<file path="src/shared/drs_pkg.sv">
// package of constants for the dedicated cpu register set
package drs_pkg;

    // apb byte offsets of the dedicated registers
    localparam logic [7:0] DRS_OFF_PC   = 8'h00;
    localparam logic [7:0] DRS_OFF_ACC  = 8'h04;
    localparam logic [7:0] DRS_OFF_TMP  = 8'h08;
    localparam logic [7:0] DRS_OFF_IDX  = 8'h0C;
    localparam logic [7:0] DRS_OFF_EXP  = 8'h10;
    localparam logic [7:0] DRS_OFF_STK  = 8'h14;
    localparam logic [7:0] DRS_OFF_PSW  = 8'h18;
    localparam logic [7:0] DRS_OFF_IRQ  = 8'h1C;

    // condition flag bit positions
    localparam int DRS_CF_H   = 7;
    localparam int DRS_CF_I   = 6;
    localparam int DRS_CF_IL1 = 5;
    localparam int DRS_CF_IL0 = 4;
    localparam int DRS_CF_N   = 3;
    localparam int DRS_CF_Z   = 2;
    localparam int DRS_CF_V   = 1;
    localparam int DRS_CF_C   = 0;

    // reset values
    localparam logic [15:0] DRS_RST_WORD = 16'h0000;
    localparam logic [15:0] DRS_RST_PSW  = 16'h0030;
    localparam logic [15:0] DRS_RST_STK  = 16'h0000;

    // general register base page, address bits 15:8
    localparam logic [7:0] DRS_GPR_PAGE = 8'h01;

    // alu operation codes
    typedef enum logic [2:0] {
        DRS_OP_NONE = 3'b000,
        DRS_OP_ADD  = 3'b001,
        DRS_OP_SUB  = 3'b010,
        DRS_OP_SHL  = 3'b011,
        DRS_OP_SHR  = 3'b100,
        DRS_OP_LOG  = 3'b101
    } drs_op_e;

endpackage : drs_pkg

</file>
<file path="src/core/drs_core.sv">
// dedicated cpu register set with flag logic and apb access
//
// Contract
// - 16-bit program counter holds fetch location
// - 16-bit accumulator; byte ops use lower byte
// - 16-bit temporary accumulator second operand
// - 16-bit index register modifies operand addresses
// - 16-bit extra pointer holds memory address
// - 16-bit stack pointer addresses stack
// - status word: bank pointer high, flags low
// - half carry from bit 3 to 4
// - interrupt enable gates; cleared on reset
// - service only levels above current level
// - negative flag follows result msb
// - zero flag set on zero result
// - overflow flag on two's complement overflow
// - carry out of bit 7, shift-out; wide ops here take carry out of bit 15
// - banks of eight 8-bit registers
// - 16 or 32 banks by ram size
//
// Chosen here: the register addresses and register access over APB.
module drs_core
    import drs_pkg::*;
#(
    parameter int BANKS = 32
) (
    // clock and reset
    input  wire logic        sys_clk,
    input  wire logic        sys_rst,
    // apb slave
    input  wire logic        psel,
    input  wire logic        penable,
    input  wire logic        pwrite,
    input  wire logic [7:0]  paddr,
    input  wire logic [31:0] pwdata,
    output logic      [31:0] prdata,
    output logic             pready,
    output logic             pslverr,
    // datapath strobes from the execution unit
    input  wire logic        pc_load,
    input  wire logic        pc_inc,
    input  wire logic [15:0] pc_value,
    input  wire logic        acc_load,
    input  wire logic        tmp_load,
    input  wire logic        idx_load,
    input  wire logic        exp_load,
    input  wire logic        stk_load,
    input  wire logic [15:0] load_value,
    // alu result and flag update
    input  wire logic [2:0]  alu_op,
    input  wire logic        alu_wide,
    input  wire logic        alu_shift_bit,
    input  wire logic [7:0]  alu_logic_res,
    // interrupt qualification and register address
    input  wire logic        irq_req,
    input  wire logic [1:0]  irq_level,
    input  wire logic [2:0]  gpr_num,
    // register outputs
    output logic      [15:0] program_counter,
    output logic      [15:0] main_accumulator,
    output logic      [15:0] temp_accumulator,
    output logic      [15:0] index_register,
    output logic      [15:0] extra_pointer,
    output logic      [15:0] stack_pointer,
    output logic      [15:0] program_status_word,
    output logic             irq_accept,
    output logic      [15:0] gpr_addr
);

    localparam int BW = $clog2(BANKS);

    // all module state
    typedef struct packed {
        logic [15:0] pc;
        logic [15:0] acc;
        logic [15:0] tmp;
        logic [15:0] idx;
        logic [15:0] exp;
        logic [15:0] stk;
        logic [7:0]  bank_pointer;
        logic [7:0]  condition_flags;
        logic [31:0] rdata;
        logic        ready;
        logic        err;
        logic        accept;
        logic [15:0] gaddr;
    } drs_state_s;

    drs_state_s st_r;
    drs_state_s st_nxt;

    logic [8:0]  sum9;
    logic [4:0]  sum5;
    logic [16:0] sum17;
    logic [7:0]  res8;
    logic [15:0] res16;
    logic        wr_acc;
    logic        rd_acc;
    logic [15:0] bank_sel;

    always_comb begin
        st_nxt = st_r;
        sum9   = 9'h000;
        sum5   = 5'h00;
        sum17  = 17'h00000;
        res8   = 8'h00;
        res16  = 16'h0000;
        bank_sel = 16'h0000;
        wr_acc = psel && penable && pwrite;
        rd_acc = psel && penable && !pwrite;
        st_st_defaults();
        // datapath loads
        if (pc_load) begin
            st_nxt.pc = pc_value;
        end else if (pc_inc) begin
            st_nxt.pc = st_r.pc + 16'h0001;
        end
        if (acc_load) st_nxt.acc = load_value;
        if (tmp_load) st_nxt.tmp = load_value;
        if (idx_load) st_nxt.idx = load_value;
        if (exp_load) st_nxt.exp = load_value;
        if (stk_load) st_nxt.stk = load_value;
        // alu on acc and tmp; byte ops touch low byte only
        case (drs_op_e'(alu_op))
            DRS_OP_ADD, DRS_OP_SUB: begin
                if (alu_op == DRS_OP_SUB) begin
                    sum5  = {1'b0, st_r.acc[3:0]} - {1'b0, st_r.tmp[3:0]};
                    sum9  = {1'b0, st_r.acc[7:0]} - {1'b0, st_r.tmp[7:0]};
                    sum17 = {1'b0, st_r.acc} - {1'b0, st_r.tmp};
                end else begin
                    sum5  = {1'b0, st_r.acc[3:0]} + {1'b0, st_r.tmp[3:0]};
                    sum9  = {1'b0, st_r.acc[7:0]} + {1'b0, st_r.tmp[7:0]};
                    sum17 = {1'b0, st_r.acc} + {1'b0, st_r.tmp};
                end
                st_nxt.condition_flags[DRS_CF_H] = sum5[4];
                if (alu_wide) begin
                    res16 = sum17[15:0];
                    st_nxt.acc = res16;
                    st_nxt.condition_flags[DRS_CF_N] = res16[15];
                    st_nxt.condition_flags[DRS_CF_Z] =
                        (res16 == 16'h0000);
                    st_nxt.condition_flags[DRS_CF_V] =
                        (alu_op == DRS_OP_SUB)
                        ? (st_r.acc[15] != st_r.tmp[15])
                          && (res16[15] != st_r.acc[15])
                        : (st_r.acc[15] == st_r.tmp[15])
                          && (res16[15] != st_r.acc[15]);
                    st_nxt.condition_flags[DRS_CF_C] = sum17[16];
                end else begin
                    res8 = sum9[7:0];
                    st_nxt.acc[7:0] = res8;
                    st_nxt.condition_flags[DRS_CF_N] = res8[7];
                    st_nxt.condition_flags[DRS_CF_Z] =
                        (res8 == 8'h00);
                    st_nxt.condition_flags[DRS_CF_V] =
                        (alu_op == DRS_OP_SUB)
                        ? (st_r.acc[7] != st_r.tmp[7])
                          && (res8[7] != st_r.acc[7])
                        : (st_r.acc[7] == st_r.tmp[7])
                          && (res8[7] != st_r.acc[7]);
                    st_nxt.condition_flags[DRS_CF_C] = sum9[8];
                end
            end
            DRS_OP_SHL: begin
                res8 = {st_r.acc[6:0], alu_shift_bit};
                st_nxt.acc[7:0] = res8;
                st_nxt.condition_flags[DRS_CF_C] = st_r.acc[7];
                st_nxt.condition_flags[DRS_CF_N] = res8[7];
                st_nxt.condition_flags[DRS_CF_Z] = (res8 == 8'h00);
            end
            DRS_OP_SHR: begin
                res8 = {alu_shift_bit, st_r.acc[7:1]};
                st_nxt.acc[7:0] = res8;
                st_nxt.condition_flags[DRS_CF_C] = st_r.acc[0];
                st_nxt.condition_flags[DRS_CF_N] = res8[7];
                st_nxt.condition_flags[DRS_CF_Z] = (res8 == 8'h00);
            end
            DRS_OP_LOG: begin
                st_nxt.acc[7:0] = alu_logic_res;
                st_nxt.condition_flags[DRS_CF_N] = alu_logic_res[7];
                st_nxt.condition_flags[DRS_CF_Z] =
                    (alu_logic_res == 8'h00);
            end
            default: begin
            end
        endcase
        // apb: one wait-free access, answered in the access phase
        st_nxt.ready = psel && !penable;
        st_nxt.err   = 1'b0;
        if (psel && !penable) begin
            st_nxt.rdata = 32'h0000_0000;
            if (paddr == DRS_OFF_PC) begin
                st_nxt.rdata[15:0] = st_r.pc;
            end else if (paddr == DRS_OFF_ACC) begin
                st_nxt.rdata[15:0] = st_r.acc;
            end else if (paddr == DRS_OFF_TMP) begin
                st_nxt.rdata[15:0] = st_r.tmp;
            end else if (paddr == DRS_OFF_IDX) begin
                st_nxt.rdata[15:0] = st_r.idx;
            end else if (paddr == DRS_OFF_EXP) begin
                st_nxt.rdata[15:0] = st_r.exp;
            end else if (paddr == DRS_OFF_STK) begin
                st_nxt.rdata[15:0] = st_r.stk;
            end else if (paddr == DRS_OFF_PSW) begin
                st_nxt.rdata[15:0] = {st_r.bank_pointer,
                                      st_r.condition_flags};
            end else if (paddr == DRS_OFF_IRQ) begin
                st_nxt.rdata[0] = st_r.accept;
            end else begin
                st_nxt.err = 1'b1;
            end
        end
        // apb write in access phase, takes priority over datapath
        if (wr_acc && st_r.ready) begin
            if (paddr == DRS_OFF_PC) begin
                st_nxt.pc = pwdata[15:0];
            end else if (paddr == DRS_OFF_ACC) begin
                st_nxt.acc = pwdata[15:0];
            end else if (paddr == DRS_OFF_TMP) begin
                st_nxt.tmp = pwdata[15:0];
            end else if (paddr == DRS_OFF_IDX) begin
                st_nxt.idx = pwdata[15:0];
            end else if (paddr == DRS_OFF_EXP) begin
                st_nxt.exp = pwdata[15:0];
            end else if (paddr == DRS_OFF_STK) begin
                st_nxt.stk = pwdata[15:0];
            end else if (paddr == DRS_OFF_PSW) begin
                st_nxt.bank_pointer    = pwdata[15:8];
                st_nxt.condition_flags = pwdata[7:0];
            end
        end
        if (!(psel && penable) || (rd_acc && st_r.ready)) begin
            st_nxt.ready = st_nxt.ready;
        end
        // interrupt: enabled and strictly higher priority than level
        st_nxt.accept = irq_req
            && st_r.condition_flags[DRS_CF_I]
            && (irq_level < {st_r.condition_flags[DRS_CF_IL1],
                             st_r.condition_flags[DRS_CF_IL0]});
        // general register address, bank wraps at supported count
        bank_sel = {{(16 - BW){1'b0}}, st_r.bank_pointer[BW-1:0]};
        st_nxt.gaddr = {DRS_GPR_PAGE, 8'h00}
                     | (bank_sel << 3)
                     | {13'h0000, gpr_num};
    end

    // empty hook to keep defaults in one place
    function automatic void st_st_defaults();
    endfunction : st_st_defaults

    // state register
    always_ff @(posedge sys_clk) begin
        if (sys_rst) begin
            st_r <= '0;
            st_r.stk <= DRS_RST_STK;
            st_r.pc  <= DRS_RST_WORD;
            st_r.bank_pointer    <= DRS_RST_PSW[15:8];
            st_r.condition_flags <= DRS_RST_PSW[7:0];
        end else begin
            st_r <= st_nxt;
        end
    end

    // outputs straight from flops
    assign program_counter     = st_r.pc;
    assign main_accumulator    = st_r.acc;
    assign temp_accumulator    = st_r.tmp;
    assign index_register      = st_r.idx;
    assign extra_pointer       = st_r.exp;
    assign stack_pointer       = st_r.stk;
    assign program_status_word = {st_r.bank_pointer, st_r.condition_flags};
    assign irq_accept          = st_r.accept;
    assign gpr_addr            = st_r.gaddr;
    assign prdata              = st_r.rdata;
    assign pready              = st_r.ready;
    assign pslverr             = st_r.err;
endmodule : drs_core

</file>
<file path="config.mk">
export PLATFORM = sky130hd
export DESIGN_NAME = drs_core
export DESIGN_NICKNAME = d
export VERILOG_FILES = /design/src/shared/drs_pkg.sv /design/src/core/drs_core.sv
export SDC_FILE = /design/constraint.sdc
export NUM_CORES = 1
export LEC_CHECK = 0
export BUFFER_PORTS_ARGS = -buffer_cell sky130_fd_sc_hd__buf_2
export CAP_MARGIN = 5
export CORE_MARGIN = 4
export CORE_UTILIZATION = 35
export CTS_CLUSTER_DIAMETER = 50
export CTS_CLUSTER_SIZE = 28
export DETAILED_ROUTE_END_ITERATION = 12
export HOLD_SLACK_MARGIN = 0.12
export SLEW_MARGIN = 10
export SYNTH_ARGS = -nofsm -noshare
export SYNTH_HDL_FRONTEND = slang
export SYNTH_SLANG_ARGS = --single-unit
</file>
<file path="constraint.sdc">
create_clock -name sys_clk -period 13.21 [get_ports sys_clk]
set_clock_uncertainty 0.15 [all_clocks]
set_input_delay 3.3025 -clock sys_clk [delete_from_list [all_inputs] [get_ports sys_clk]]
set_output_delay 3.3025 -clock sys_clk [all_outputs]
set_load 0.1 [all_outputs]
</file>
==> run metrics <==
Num CTS Buffers=17; post-CTS sizing=0; post-synthesis register bit count=140; Vias=8904; drt first-iter violations=768; Lkg Pwr=4.669 nW; GRT Total Usage=0.2287; hold buffer count at CTS=0; synthesized area per cell=8.037 um^2; largest net degree at the start of global routing=71; Fin. Hold Viols=0; ANT nets after route=0; DRC viols=0; YS warnings=0; required time worst endpoint=13.43 ns; Placed Cells=1557; FP Rows=57; Max Freq=between 0.1 and 0.15 GHz; HPWL after DPL=roughly 25 mm; CTS sink count=140; Clk Latency, worst-skew pair=0.42 ns; die area=27600 um^2; Seq/Total Area, Yosys=0.3202; max-slew violations=0; clock buffer depth=2; Worst path most repeated cell=o21ai_0; drt total wl=32.68 mm; share of cells above drive strength 1=0.2338; die height=166.1 um; worst vdd ir=84.72 uV; Initial Util=0.3578; htree depth=4; GRT Residual Overflow=0; Slew @ Worst Pin=1.162 ns; worst-path fanout max=24; unrepaired setup endpoints after global routing=no; Slowest cell on crit path=or3b_1; Clock transition at path regs=about 0.060 ns; endpoints failing setup=0; Post-synth ARST share=0; nets=between 1000 and 1500; Worst setup EP type=flip-flop; # fillers=2537; Die W=~170 um; share of the synthesized area in the top cell type=0.3202; post-synth top area cell=dfxtp_1; crit path cell chain=buf_2, or3b_1, o21ai_0, fa_1, nor2b_1, o2111ai_1, a21oi_1, o41ai_2, o21ai_0, xnor2_1, a2111oi_0, a31o_1; type of origin of the critical path=primary input; number of synthesized flops with an enable pin=0; Synth cell types=70; CP Data Arrival Time=7.16 ns; clock root buffer=clkbuf_16; Final Non-Filler Cells=1592; CTS tree=yes; Area contributors post-synth=dfxtp_1 32%, mux2i_1 9.4%, a211oi_1 6.6%; Final GP Congestion=0.8774; via-per-instance ratio=5.593; Slew HR=0.2209; synth-to-layout area growth=19.66%; status=finished clean; Mapped Cells=1089; Hold Crit Class=flip-flop to flip-flop; Routed wire per std cell=20.53 um; worst stage delay on the critical path=0.68 ns; IO Pins=266; vias in the first global route=8445; Final period util=0.5256; global-route wire length before repair=50.45 mm; initial antenna violation count=5; Core Util, Final=0.4281; core area=24460 um^2; setup total negative slack=0 ns; router iterations before antenna repair=6; critical path type=primary input to flip-flop; minimum clock period=around 6.9 ns; Pwr Density=between 100 and 150 nW/um^2; total of max-cap violations=0; postcts setup bufs=0; synthesized area=8752 um^2; # port buffers=226; Post-synth top flop=dfxtp_1
[power by group]
group	leakage, nW	internal [mW]	switching [mW]
Clock	0.274	0.278	0.192
Sequential	1.15	0.448	0.0375
Combinational	3.24	0.121	0.374
[area by class of cell]
| type | instances | area [um^2] | area share |
|---|---|---|---|
| Timing Repair Buffer | 231 | 1179 | 0.1125 |
| Clock buffer | 22 | 484.2 | 0.04624 |
| Antenna cell | 2 | 5.005 | 0.0004779 |
| Clock inverter | 10 | 88.84 | 0.008483 |
| Tap cell | 324 | 405.4 | 0.03871 |
| Sequential cell | 140 | 2803 | 0.2676 |
| Inverter | 15 | 56.30 | 0.005376 |
| Multi-Input combinational cell | 848 | 5451 | 0.5206 |
[registers in the layout (all words and copies together) (netlist names)]
name and count:
program_status_word 16, program_counter 16, stack_pointer 16, index_register 16, gpr_addr 9, pslverr 1, prdata 16, extra_pointer 16
irq_accept 1, temp_accumulator 16, main_accumulator 16, pready 1
[metrics by stage]
step                setup WS (ns)  hold WS (ns)  cell area (um^2)  power, mW
floorplan                   6.689        0.3079              8835     0.8809
global placement            5.960        0.3201              9874     0.9836
detailed placement          5.929        0.3246              9874     0.9854
CTS                         6.366        0.3329             10450      1.451
global route                5.963        0.3662             10470      1.510
finish                      6.267        0.3290             10470      1.451
[synthesized netlist by cell type (2+ instances only)]
cell,number
xor2_1,29
a21o_1,3
and4_1,3
o2111ai_1,2
nor3_1,9
o31ai_1,4
or4_1,2
and3_1,5
o21a_1,2
inv_1,15
a22o_1,2
a31oi_1,3
nand2_1,115
nor2b_1,12
a222oi_1,3
o211ai_1,5
o21ai_0,44
nor2_1,131
a21oi_1,69
buf_1,2
mux2i_1,82
a221oi_1,16
a2111oi_0,4
o21ai_1,15
a211oi_1,77
dfxtp_1,140
nand2b_1,6
ha_1,19
clkbuf_1,67
and2_1,5
mux2_2,21
xnor2_1,19
nand4_1,8
or3_1,4
o41ai_1,3
nand3_1,33
buf_2,9
nor3_2,2
o41ai_2,2
a22oi_1,32
buf_4,30
nand3b_1,4
nor4_1,4
[worst max-delay path, delay by kind of cell]
family,cells,cell delay (ns)
AND/OR/NAND/NOR,2,0.76
buffers and inverters,1,0.33
AO/OA/AOI/OAI,7,2.28
adder cells (fa/ha/maj),1,0.28
XOR/XNOR,1,0.21
[cells in the final DEF, fill, tap and decap left out, types with 8 or more instances in the layout]
cell type	Yosys	final
a221oi_1	16	16
dfxtp_1	140	140
clkbuf_16	0	17
nor2b_1	12	12
nand2_1	115	115
ha_1	19	19
o21ai_1	15	15
nor2_1	131	131
mux2i_1	82	82
nand3_1	33	32
mux2_2	21	21
nand4_1	8	8
buf_2	9	225
a211oi_1	77	77
a22oi_1	32	32
a21oi_1	69	69
nor3_1	9	9
xnor2_1	19	19
o21ai_0	44	44
conb_1	1	23
xor2_1	29	29
inv_1	15	15
[kinds of logic (layout without fill, tap and decap cells)]
family,count (synthesis),after routing,synth area share
xor gates and xnor gates,48,48,0.04803
other,1,25,0.0004285
buffers and inverters,123,278,0.06690
DFF,140,140,0.3202
AOI/OAI and AO/OA,299,299,0.2289
adders and majority gates,20,20,0.02945
muxes,103,103,0.1208
and+or+nand+nor,355,355,0.1853
[path summary, 6_finish.rpt]
check,from,cells past startpoint,slack [ns],endpoint
max reg2reg,temp_accumulator[5]$_SDFF_PP0_,15,8.85,program_status_word[1]$_SDFF_PP0_
max,alu_op[1],12,6.27,program_status_word[2]$_SDFF_PP0_
min reg2reg,program_status_word[15]$_SDFFE_PP0P_,2,0.33,program_status_word[15]$_SDFFE_PP0P_
min,program_status_word[15]$_SDFFE_PP0P_,2,0.33,program_status_word[15]$_SDFFE_PP0P_
[routing by layer]
layer	share of wire	GRT usage	routed length (um)	vias up
met5	0.00095	0	31	-
met4	0.027	0.06349	885	6
met3	0.080	0.05642	2625	49
met2	0.46	0.3720	15200	400
met1	0.43	0.3032	13950	4212
li1	-	-	-	4237
Power figures use the tool's default switching activity.
